<file path="src/common/tlc_pkg.sv">
package tlc_pkg;

    // Clock and timing
    localparam int CLK_PERIOD_NS = 20;
    localparam int MS_NS         = 1_000_000;
    localparam int MS_CYCLES     = MS_NS / CLK_PERIOD_NS;
    localparam int SEC_MS        = 1000;
    localparam int PROBE_MS      = 100;
    localparam int NUM_DIGITS    = 4;

    // Register byte offsets
    localparam logic [4:0] ADDR_CMD    = 5'h00;
    localparam logic [4:0] ADDR_DIGIT  = 5'h04;
    localparam logic [4:0] ADDR_CONFIG = 5'h08;
    localparam logic [4:0] ADDR_TIMES  = 5'h0C;
    localparam logic [4:0] ADDR_STATUS = 5'h10;

    // Field positions
    localparam int TIMES_SLEEP_LSB = 16;
    localparam int ST_SLEEPING     = 0;
    localparam int ST_READING      = 1;
    localparam int ST_HOLD         = 2;
    localparam int ST_PEND_LSB     = 4;
    localparam int ST_DIG_LSB      = 8;
    localparam int ST_PIN_STAGED   = 12;

    // Reset values of the numeric settings
    localparam logic [13:0] RST_REREAD_MS = 14'h02BC;
    localparam logic [13:0] RST_SLEEP_S   = 14'h0005;

    typedef enum logic [7:0] {
        CMD_REPEAT_OFF  = 8'h01, CMD_REPEAT_ON   = 8'h02,
        CMD_AUTO_OFF    = 8'h03, CMD_AUTO_ON     = 8'h04,
        CMD_PRESENT     = 8'h05, CMD_HANDHELD    = 8'h06,
        CMD_SENS_HIGH   = 8'h07, CMD_SENS_NORMAL = 8'h08,
        CMD_SENS_LOW    = 8'h09, CMD_REREAD      = 8'h0A,
        CMD_END_LONG    = 8'h0B, CMD_END_NORMAL  = 8'h0C,
        CMD_END_SHORT   = 8'h0D, CMD_RTIME_AUTO  = 8'h0E,
        CMD_RTIME_FIXED = 8'h0F, CMD_SLEEP_DELAY = 8'h10,
        CMD_DET_AIM     = 8'h11, CMD_DET_WARM    = 8'h12,
        CMD_DET_UNLIT   = 8'h13, CMD_ILLUM_ON    = 8'h14,
        CMD_ILLUM_OFF   = 8'h15, CMD_ILLUM_ALT   = 8'h16,
        CMD_ILLUM_GLARE = 8'h17, CMD_ILLUM_STD   = 8'h18,
        CMD_ILLUM_LOW   = 8'h19, CMD_PIN_GOOD    = 8'h1A,
        CMD_PIN_EXT     = 8'h1B, CMD_SAVE        = 8'h1C,
        CMD_AIM_ON      = 8'h1D, CMD_AIM_OFF     = 8'h1E,
        CMD_AIM_HIGH    = 8'h1F, CMD_AIM_STD     = 8'h20,
        CMD_AIM_LOW     = 8'h21, CMD_TRIGGER     = 8'h22,
        CMD_CENTRAL_ON  = 8'h23, CMD_CENTRAL_OFF = 8'h24
    } tlc_cmd_type;

    typedef enum logic [1:0] {
        LVL_NORMAL = 2'h0, LVL_HIGH = 2'h1, LVL_LOW = 2'h2
    } tlc_lvl_type;

    typedef enum logic [1:0] {
        DET_AIM = 2'h0, DET_WARM = 2'h1, DET_UNLIT = 2'h2
    } tlc_det_type;

    typedef enum logic [1:0] {
        ILL_GLARE = 2'h0, ILL_ON = 2'h1, ILL_OFF = 2'h2, ILL_ALT = 2'h3
    } tlc_ill_type;

    typedef enum logic [1:0] {
        NUM_NONE = 2'h0, NUM_REREAD = 2'h1, NUM_SLEEP = 2'h2
    } tlc_num_type;

    typedef struct packed {
        logic        autoOn;
        logic        repeatOn;
        logic        handheld;
        tlc_lvl_type sens;
        tlc_lvl_type scanEnd;
        logic        readAuto;
        logic        central;
        tlc_det_type detSrc;
        tlc_ill_type illumMode;
        logic        illumLow;
        logic        pinExtLight;
        logic        aimOn;
        tlc_lvl_type aimLvl;
    } tlc_cfg_type;

    localparam tlc_cfg_type CFG_RESET = '{
        autoOn: 1'b0, repeatOn: 1'b0, handheld: 1'b0, sens: LVL_NORMAL,
        scanEnd: LVL_NORMAL, readAuto: 1'b0, central: 1'b0,
        detSrc: DET_AIM, illumMode: ILL_GLARE, illumLow: 1'b0,
        pinExtLight: 1'b0, aimOn: 1'b1, aimLvl: LVL_HIGH};

    typedef struct packed {
        logic        objectDetect;
        logic        readDone;
        logic        decodeValid;
        logic        decodeSame;
        logic        specular;
    } tlc_eng_type;

endpackage : tlc_pkg

</file>
<file path="src/design/tlc_core.sv">
`timescale 1ns/1ps
// Behaviour
// - Reset leaves manual trigger mode with trigger repeat off.
// - Repeat restarts reads only in manual mode; repeat-off stops it.
// - Repeated reads follow read-done timing; central reading setting is only stored in cfg.
// - Auto trigger off by default; when on, detected objects start reads.
// - Auto sub-modes: presentation (default) or handheld, by command.
// - Detection sensitivity high, normal or low; normal by default.
// - Auto mode holds off identical data for a ms interval, default 700.
// - Different decoded data passes and restarts the hold-off.
// - Zero interval suppresses identical data indefinitely.
// - Scan end timing long, normal or short; normal by default.
// - Automatic read time lets the engine pick the duration.
// - Auto mode sleeps after set seconds without detection, default 5.
// - Asleep, probe periodically; wake on detection or trigger.
// - Zero sleep time never enters sleep.
// - Detection light: aiming (default), warm illumination or none.
// - Illumination on, off, alternating with memory, or glare guard.
// - Glare guard turns illumination off only on specular reflection.
// - Illumination brightness standard (default) or low.
// - Shared pin is good-read (default) or external light, never both.
// - New pin function applies only after the save command.
// - Aiming enabled by default; separate enable and disable commands.
// - Aiming brightness high (default), standard or low.
// - Reads start on trigger falling edge, trigger command or auto detection.
module tlc_core
    import tlc_pkg::*;
#(
    parameter int MS_CYC = MS_CYCLES
) (
    input  wire logic        sys_clk,
    input  wire logic        rst,
    input  wire logic [4:0]  avs_address,
    input  wire logic        avs_read,
    input  wire logic        avs_write,
    input  wire logic [31:0] avs_writedata,
    input  wire logic [3:0]  avs_byteenable,
    output logic      [31:0] avs_readdata,
    output logic             avs_waitrequest,
    input  wire logic        trigger_in_n,
    input  wire tlc_eng_type eng,
    output tlc_cfg_type      cfg,
    output logic             readStart,
    output logic             goodRead,
    output logic             sleeping,
    output logic             detectProbe,
    output logic             illumOn,
    output logic             aimLedOn,
    output logic             pin3Out
);

    typedef struct packed {
        logic        ack;
        logic [31:0] rdata;
        tlc_cfg_type cfg;
        logic        pinStaged;
        tlc_num_type pend;
        logic [2:0]  digCnt;
        logic [13:0] acc;
        logic [13:0] rereadMs;
        logic [13:0] sleepSec;
        logic        trigPrev;
        logic        reading;
        logic        readStart;
        logic        goodRead;
        logic        holdActive;
        logic [13:0] holdMs;
        logic [15:0] msCnt;
        logic        msTick;
        logic [9:0]  secCnt;
        logic [13:0] idleSec;
        logic        sleeping;
        logic [6:0]  probeCnt;
        logic        probe;
        logic        altOn;
        logic        illumOn;
        logic        aimLedOn;
        logic        pin3Out;
    } tlc_state_type;

    tlc_state_type state_q;
    tlc_state_type state_d;

    logic        reqWr;
    logic        cmdWr;
    logic        digWr;
    logic [3:0]  digit;
    logic [16:0] accNext;
    logic        swTrig;
    logic        trigFall;
    logic        autoStart;
    logic        repeatGo;

    assign avs_waitrequest = (avs_read | avs_write) & ~state_q.ack;
    assign reqWr   = avs_write & state_q.ack & avs_byteenable[0];
    assign cmdWr   = reqWr & (avs_address == ADDR_CMD);
    assign digWr   = reqWr & (avs_address == ADDR_DIGIT);
    assign digit   = avs_writedata[3:0];
    assign accNext = 17'(state_q.acc) * 17'd10 + 17'(digit);
    assign swTrig  = cmdWr && (avs_writedata[7:0] == CMD_TRIGGER);
    assign trigFall = state_q.trigPrev & ~trigger_in_n;
    // Auto start is skipped while a read is running to avoid re-arming
    assign autoStart = state_q.cfg.autoOn & eng.objectDetect
                       & ~state_q.reading;
    assign repeatGo = state_q.reading & eng.readDone & ~trigger_in_n
                      & state_q.cfg.repeatOn & ~state_q.cfg.autoOn;

    always_comb begin
        state_d = state_q;
        state_d.ack = (avs_read | avs_write) & ~state_q.ack;
        state_d.trigPrev = trigger_in_n;
        state_d.msTick = 1'b0;
        state_d.probe = 1'b0;
        state_d.readStart = 1'b0;
        state_d.goodRead = 1'b0;

        // Register read path, latched on the same edge that drops waitrequest
        if (avs_read && !state_q.ack) begin
            unique case (avs_address)
                ADDR_CONFIG: state_d.rdata = 32'(state_q.cfg);
                ADDR_TIMES: begin
                    state_d.rdata = 32'h0000_0000;
                    state_d.rdata[13:0] = state_q.rereadMs;
                    state_d.rdata[TIMES_SLEEP_LSB +: 14] = state_q.sleepSec;
                end
                ADDR_STATUS: begin
                    state_d.rdata = 32'h0000_0000;
                    state_d.rdata[ST_SLEEPING] = state_q.sleeping;
                    state_d.rdata[ST_READING] = state_q.reading;
                    state_d.rdata[ST_HOLD] = state_q.holdActive;
                    state_d.rdata[ST_PEND_LSB +: 2] = state_q.pend;
                    state_d.rdata[ST_DIG_LSB +: 3] = state_q.digCnt;
                    state_d.rdata[ST_PIN_STAGED] = state_q.pinStaged;
                end
                default: state_d.rdata = 32'h0000_0000;
            endcase
        end

        // Command interpreter
        if (cmdWr) begin
            state_d.pend = NUM_NONE;
            state_d.digCnt = 3'h0;
            state_d.acc = 14'h0000;
            unique case (avs_writedata[7:0])
                CMD_REPEAT_OFF: state_d.cfg.repeatOn = 1'b0;
                CMD_REPEAT_ON: state_d.cfg.repeatOn = 1'b1;
                CMD_AUTO_OFF: state_d.cfg.autoOn = 1'b0;
                CMD_AUTO_ON: state_d.cfg.autoOn = 1'b1;
                CMD_PRESENT: state_d.cfg.handheld = 1'b0;
                CMD_HANDHELD: state_d.cfg.handheld = 1'b1;
                CMD_SENS_HIGH: state_d.cfg.sens = LVL_HIGH;
                CMD_SENS_NORMAL: state_d.cfg.sens = LVL_NORMAL;
                CMD_SENS_LOW: state_d.cfg.sens = LVL_LOW;
                CMD_REREAD: state_d.pend = NUM_REREAD;
                CMD_END_LONG: state_d.cfg.scanEnd = LVL_HIGH;
                CMD_END_NORMAL: state_d.cfg.scanEnd = LVL_NORMAL;
                CMD_END_SHORT: state_d.cfg.scanEnd = LVL_LOW;
                CMD_RTIME_AUTO: state_d.cfg.readAuto = 1'b1;
                CMD_RTIME_FIXED: state_d.cfg.readAuto = 1'b0;
                CMD_SLEEP_DELAY: state_d.pend = NUM_SLEEP;
                CMD_DET_AIM: state_d.cfg.detSrc = DET_AIM;
                CMD_DET_WARM: state_d.cfg.detSrc = DET_WARM;
                CMD_DET_UNLIT: state_d.cfg.detSrc = DET_UNLIT;
                CMD_ILLUM_ON: state_d.cfg.illumMode = ILL_ON;
                CMD_ILLUM_OFF: state_d.cfg.illumMode = ILL_OFF;
                CMD_ILLUM_ALT: state_d.cfg.illumMode = ILL_ALT;
                CMD_ILLUM_GLARE: state_d.cfg.illumMode = ILL_GLARE;
                CMD_ILLUM_STD: state_d.cfg.illumLow = 1'b0;
                CMD_ILLUM_LOW: state_d.cfg.illumLow = 1'b1;
                CMD_PIN_GOOD: state_d.pinStaged = 1'b0;
                CMD_PIN_EXT: state_d.pinStaged = 1'b1;
                CMD_SAVE: state_d.cfg.pinExtLight = state_q.pinStaged;
                CMD_AIM_ON: state_d.cfg.aimOn = 1'b1;
                CMD_AIM_OFF: state_d.cfg.aimOn = 1'b0;
                CMD_AIM_HIGH: state_d.cfg.aimLvl = LVL_HIGH;
                CMD_AIM_STD: state_d.cfg.aimLvl = LVL_NORMAL;
                CMD_AIM_LOW: state_d.cfg.aimLvl = LVL_LOW;
                CMD_CENTRAL_ON: state_d.cfg.central = 1'b1;
                CMD_CENTRAL_OFF: state_d.cfg.central = 1'b0;
                default: ;
            endcase
        end

        if (digWr && state_q.pend != NUM_NONE) begin
            if (digit > 4'h9) begin
                // A bad digit drops the whole entry, old value kept
                state_d.pend = NUM_NONE;
                state_d.digCnt = 3'h0;
            end else if (state_q.digCnt == 3'(NUM_DIGITS - 1)) begin
                state_d.pend = NUM_NONE;
                state_d.digCnt = 3'h0;
                if (state_q.pend == NUM_REREAD) begin
                    state_d.rereadMs = accNext[13:0];
                end else begin
                    state_d.sleepSec = accNext[13:0];
                end
            end else begin
                state_d.acc = accNext[13:0];
                state_d.digCnt = state_q.digCnt + 3'h1;
            end
        end

        // Millisecond and second timebase
        if (state_q.msCnt == 16'(MS_CYC - 1)) begin
            state_d.msCnt = 16'h0000;
            state_d.msTick = 1'b1;
        end else begin
            state_d.msCnt = state_q.msCnt + 16'h0001;
        end

        if (trigFall || swTrig || repeatGo ||
            (autoStart && !state_q.sleeping)) begin
            state_d.readStart = 1'b1;
            state_d.reading = 1'b1;
        end else if (eng.readDone) begin
            state_d.reading = 1'b0;
        end

        if (state_q.reading && eng.readDone && !eng.decodeValid) begin
            state_d.altOn = ~state_q.altOn;
        end

        // Hold-off runs down on ms ticks
        if (state_q.msTick && state_q.holdActive
            && state_q.rereadMs != 14'h0000) begin
            if (state_q.holdMs <= 14'h0001) begin
                state_d.holdActive = 1'b0;
            end else begin
                state_d.holdMs = state_q.holdMs - 14'h0001;
            end
        end
        if (eng.decodeValid) begin
            if (!state_q.cfg.autoOn) begin
                state_d.goodRead = 1'b1;
                state_d.holdActive = 1'b0;
            end else if (!(state_q.holdActive && eng.decodeSame)) begin
                state_d.goodRead = 1'b1;
                state_d.holdActive = 1'b1;
                state_d.holdMs = state_q.rereadMs;
            end
        end

        if (!state_q.cfg.autoOn || eng.objectDetect || state_q.sleeping) begin
            state_d.idleSec = 14'h0000;
            state_d.secCnt = 10'h000;
        end else if (state_q.msTick) begin
            if (state_q.secCnt == 10'(SEC_MS - 1)) begin
                state_d.secCnt = 10'h000;
                state_d.idleSec = state_q.idleSec + 14'h0001;
            end else begin
                state_d.secCnt = state_q.secCnt + 10'h001;
            end
        end
        if (state_q.cfg.autoOn && !state_q.sleeping
            && state_q.sleepSec != 14'h0000
            && state_q.idleSec >= state_q.sleepSec) begin
            state_d.sleeping = 1'b1;
        end
        // Probe while asleep, wake on detect or trigger
        if (state_q.sleeping) begin
            if (eng.objectDetect || !trigger_in_n || !state_q.cfg.autoOn) begin
                state_d.sleeping = 1'b0;
                state_d.probeCnt = 7'h00;
            end else if (state_q.msTick) begin
                if (state_q.probeCnt == 7'(PROBE_MS - 1)) begin
                    state_d.probeCnt = 7'h00;
                    state_d.probe = 1'b1;
                end else begin
                    state_d.probeCnt = state_q.probeCnt + 7'h01;
                end
            end
        end

        unique case (state_q.cfg.illumMode)
            ILL_ON: state_d.illumOn = state_q.reading;
            ILL_OFF: state_d.illumOn = 1'b0;
            ILL_ALT: state_d.illumOn = state_q.reading & state_q.altOn;
            ILL_GLARE: state_d.illumOn = state_q.reading & ~eng.specular;
        endcase
        state_d.aimLedOn = state_q.cfg.aimOn & (state_q.reading |
            (state_q.cfg.autoOn & ~state_q.sleeping
             & state_q.cfg.detSrc == DET_AIM));
        // One pin function at a time
        state_d.pin3Out = state_q.cfg.pinExtLight ? state_d.illumOn
                                                  : state_d.goodRead;
    end

    always_ff @(posedge sys_clk or posedge rst) begin
        if (rst) begin
            state_q <= '0;
            state_q.cfg <= CFG_RESET;
            state_q.rereadMs <= RST_REREAD_MS;
            state_q.sleepSec <= RST_SLEEP_S;
            state_q.trigPrev <= 1'b1;
            state_q.altOn <= 1'b1;
        end else begin
            state_q <= state_d;
        end
    end

    assign avs_readdata = state_q.rdata;
    assign cfg          = state_q.cfg;
    assign readStart    = state_q.readStart;
    assign goodRead     = state_q.goodRead;
    assign sleeping     = state_q.sleeping;
    assign detectProbe  = state_q.probe;
    assign illumOn      = state_q.illumOn;
    assign aimLedOn     = state_q.aimLedOn;
    assign pin3Out      = state_q.pin3Out;
endmodule : tlc_core

</file>
<file path="config.mk">
export PLATFORM = sky130hd
export DESIGN_NAME = tlc_core
export DESIGN_NICKNAME = d
export VERILOG_FILES = /design/src/common/tlc_pkg.sv /design/src/design/tlc_core.sv
export SDC_FILE = /design/constraint.sdc
export NUM_CORES = 1
export LEC_CHECK = 0
export BUFFER_PORTS_ARGS = -buffer_cell sky130_fd_sc_hd__buf_4
export CAP_MARGIN = 40
export CORE_UTILIZATION = 53
export CTS_CLUSTER_SIZE = 20
export DETAILED_ROUTE_END_ITERATION = 12
export PLACE_DENSITY_LB_ADDON = 0.08
export SYNTH_ARGS = -nofsm -noshare
export SYNTH_HDL_FRONTEND = slang
export SYNTH_SLANG_ARGS = --single-unit
</file>
<file path="constraint.sdc">
create_clock -name sys_clk -period 5.14 [get_ports sys_clk]
set_input_delay 0.257 -clock sys_clk [delete_from_list [all_inputs] [get_ports sys_clk]]
set_output_delay 0.257 -clock sys_clk [all_outputs]
set_load 0.02 [all_outputs]
</file>
==> flow_summary.yaml <==
drt:
  routedWlPerCell_um: 17.1
  vias: 6968
  drt-initial-drc-count: 514
  drc_errors: 0
  wirelength_um: 21300
  ant_nets: 0
  firstDrtPassIters: 5
  via_per_inst: 5.61
finish:
  layout-drive-gt1-share: 0.140
  final_cell_count_no_fill: 1242
  area_growth_pct: 11.8
  final_area_um2: 10300
  final_nets: 1107
  antennaDiodeCount: 0
pwr:
  p_leak_uw: 0.00474
  intPower_uw: 2180
  powerDensity_nw_per_um2: 275
  clock_power_share: 0.476
  switching_share: 0.230
  switching_power_uw: 651
  power_frac_comb: 0.047
  seq_power_share: 0.477
  p_total_uw: 2830
  ir_drop_mv: 0.230
place:
  routabilityCongestion: 0.850
  dpl.cell_count: 1208
  placed_cell_area_um2: 9660
  portBuffers: 79
  place_hpwl_um: 15200
clocking:
  clockRootBuffer: "clkbuf_16"
  htree_levels: 4
  cts_setup_buffers: 0
  cts_buffers: 17
  path_clk_slew_ns: 0.07
  cts_tree: "done"
  insertion_delay_ns: 0.43
  clk_path_buf_depth: 2
  cts.sinks: 169
grt:
  grt_overflow_total: 0
  antenna_found_initial: 0
  grt_usage: 0.255
  grt_pass1_vias: 6747
  grt_max_degree: 80
  grt_pass1_wl_um: 35700
critical_path:
  critPathMaxFanout: 4
  cp_data_arrival_time_ns: 3.39
  critical_path_required_ns: 5.45
  endpoint_kind: "register"
  cp-start-kind: "register"
  crit_type: "reg2reg"
floorplanning:
  core_area_um2: 16800
  start_util: 0.550
  dieArea_um2: 17900
  die_y_um: 134
  placementRows: 47
  pin_count: 109
  die_w_um: 134
synthesis:
  ys.flop_type: "dfrtp_1"
  synth_area_um2: 9220
  ys_async_sr_fraction: 1.00
  ys_ff_latch: 169
  seq_area_frac_synth: 0.460
  ys_types: 59
  synth-edff-count: 0
  netlist_instances: 986
  ys_warn_count: 0
  postSynthAreaPerCell_um2: 9.35
sta:
  finalCriticalPeriod_ns: 3.07
  max_slew_margin: 0.469
  min_period_over_period: 0.598
  worstMarginPinSlew_ns: 0.790
  maxSlewViolCount: 0
  setup_viol: 0
  max_freq_mhz: 325
  rsz0062_at_grt: "false"
  clock-skew-final_ns: 0.00739
  setup_tns_ns: 0
  fin_hold_ws_ns: 0.0189
  hold_viol: 0
outcome:
  outcome: "finished clean"
min_path:
  hp-class: "in2reg"
run:
  cap_violations: 0
-- cells in the final DEF (no fill, tap or decap), types with 12 or more instances in the layout --
cell,instances
mux2i_1,18
inv_1,40
nand2_1,110
clkbuf_16,17
xor2_1,39
nor4_1,13
ha_1,45
nand4_1,14
buf_4,84
a22o_1,12
nor2_1,86
dfstp_2,12
nor3_1,20
xnor2_1,23
nand3_1,47
o31ai_1,14
o21ai_0,100
a21oi_1,36
dfrtp_1,157
-- synthesized netlist by cell type (all sizes together), types with 14 or more instances --
cell type,instances,area share
o21ai,101,0.055
clkbuf,28,0.011
xor2,39,0.037
nand3,47,0.026
buf,57,0.045
nor3,21,0.012
a21oi,36,0.020
nor4,14,0.010
dfrtp,157,0.43
inv,41,0.017
xnor2,23,0.022
ha,45,0.061
nand4,14,0.0095
nand2,111,0.045
mux2i,18,0.020
nor2,86,0.035
o31ai,14,0.011
-- repair_timing --
action,in CTS,in global routing
gates resized for setup,0,0
hold endpoints to repair,74,0
hold buffers,2,0
-- cells by family (layout without fill, tap and decap cells) --
group           Yosys count  in the layout  share of synthesized area
simple gates            353            353                      0.184
compound gates          204            204                      0.131
flops                   169            169                      0.460
buf+inv                 126            161                     0.0728
xor+xnor                 62             62                     0.0589
fa+ha+maj                47             47                     0.0654
mux                      24             24                     0.0273
other cells               1              2                   0.000407
-- power groups by stage --
stage	sequential, uW	combinational [uW]	clock [uW]
after detailed placement	1380	135	0
after floorplan	1380	82.1	0
after global placement	1380	129	0
after global routing	1350	149	1420
final	1350	135	1350
after CTS	1350	137	1370
-- layer usage --
| metal | global-route usage | wire (um) | vias to the layer above | part of all wire |
|---|---|---|---|---|
| met3 | 0.0601 | 1000 | 24 | 0.047 |
| li1 | - | - | 3436 | - |
| met2 | 0.383 | 9520 | 140 | 0.45 |
| met4 | 0.0701 | 290 | 0 | 0.014 |
| met1 | 0.370 | 10400 | 3368 | 0.49 |
| met5 | 0 | 0 | - | 0 |
-- stage by stage --
| step | worst slack, ns | utilization |
|---|---|---|
| after detailed placement | 2.12 | 0.577 |
| after global routing | 1.86 | 0.615 |
| after global placement | 2.14 | 0.574 |
| after CTS | 2.08 | 0.615 |
| final | 2.07 | 0.615 |
| after floorplan | 0.328 | - |
-- area by class of cell --
class | instances | area [um2]
Clock buffer | 20 | 457
Clock inverter | 12 | 164
Fill cell | 1465 | 6450
Inverter | 41 | 159
Multi-Input combinational cell | 692 | 4310
Sequential cell | 169 | 4240
Tap cell | 220 | 275
Timing Repair Buffer | 88 | 693
-- worst max-delay path, stage by stage, from the launching register on --
cell	delay [ns]
dfrtp_1	0.42
ha_1	0.30
ha_1	0.17
inv_1	0.06
fa_1	0.39
nand2b_1	0.18
a21oi_1	0.16
xor2_1	0.27
nand3_1	0.18
nor4_1	0.38
xnor2_1	0.16
mux2_2	0.28
-- sequential cells by signal, summed over array words and instances (netlist names) --
signal and cells:
state_q 114, avs_readdata 30, goodRead 1, sleeping 1, pin3Out 1, cfg 18, illumOn 1, readStart 1
detectProbe 1, aimLedOn 1
-- worst paths after layout --
kind	startpoint	end	slack (ns)	depth (start not counted)
setup / recovery	state_q[102]$_DFF_PP0_	state_q[100]$_DFFE_PP0P_	2.07	11
hold / removal	eng[3]	state_q[71]$_DFFE_PP0P_	0.02	2
setup reg to reg	state_q[102]$_DFF_PP0_	state_q[100]$_DFFE_PP0P_	2.07	11
hold reg to reg	state_q[171]$_DFF_PP0_	state_q[171]$_DFF_PP0_	0.47	1
max in group asynchronous	rst	cfg[8]$_DFFE_PP0P_	3.49	4
min in group asynchronous	rst	state_q[42]$_DFF_PP0_	0.52	3
Note: power is estimated with default switching activity, not from simulation.
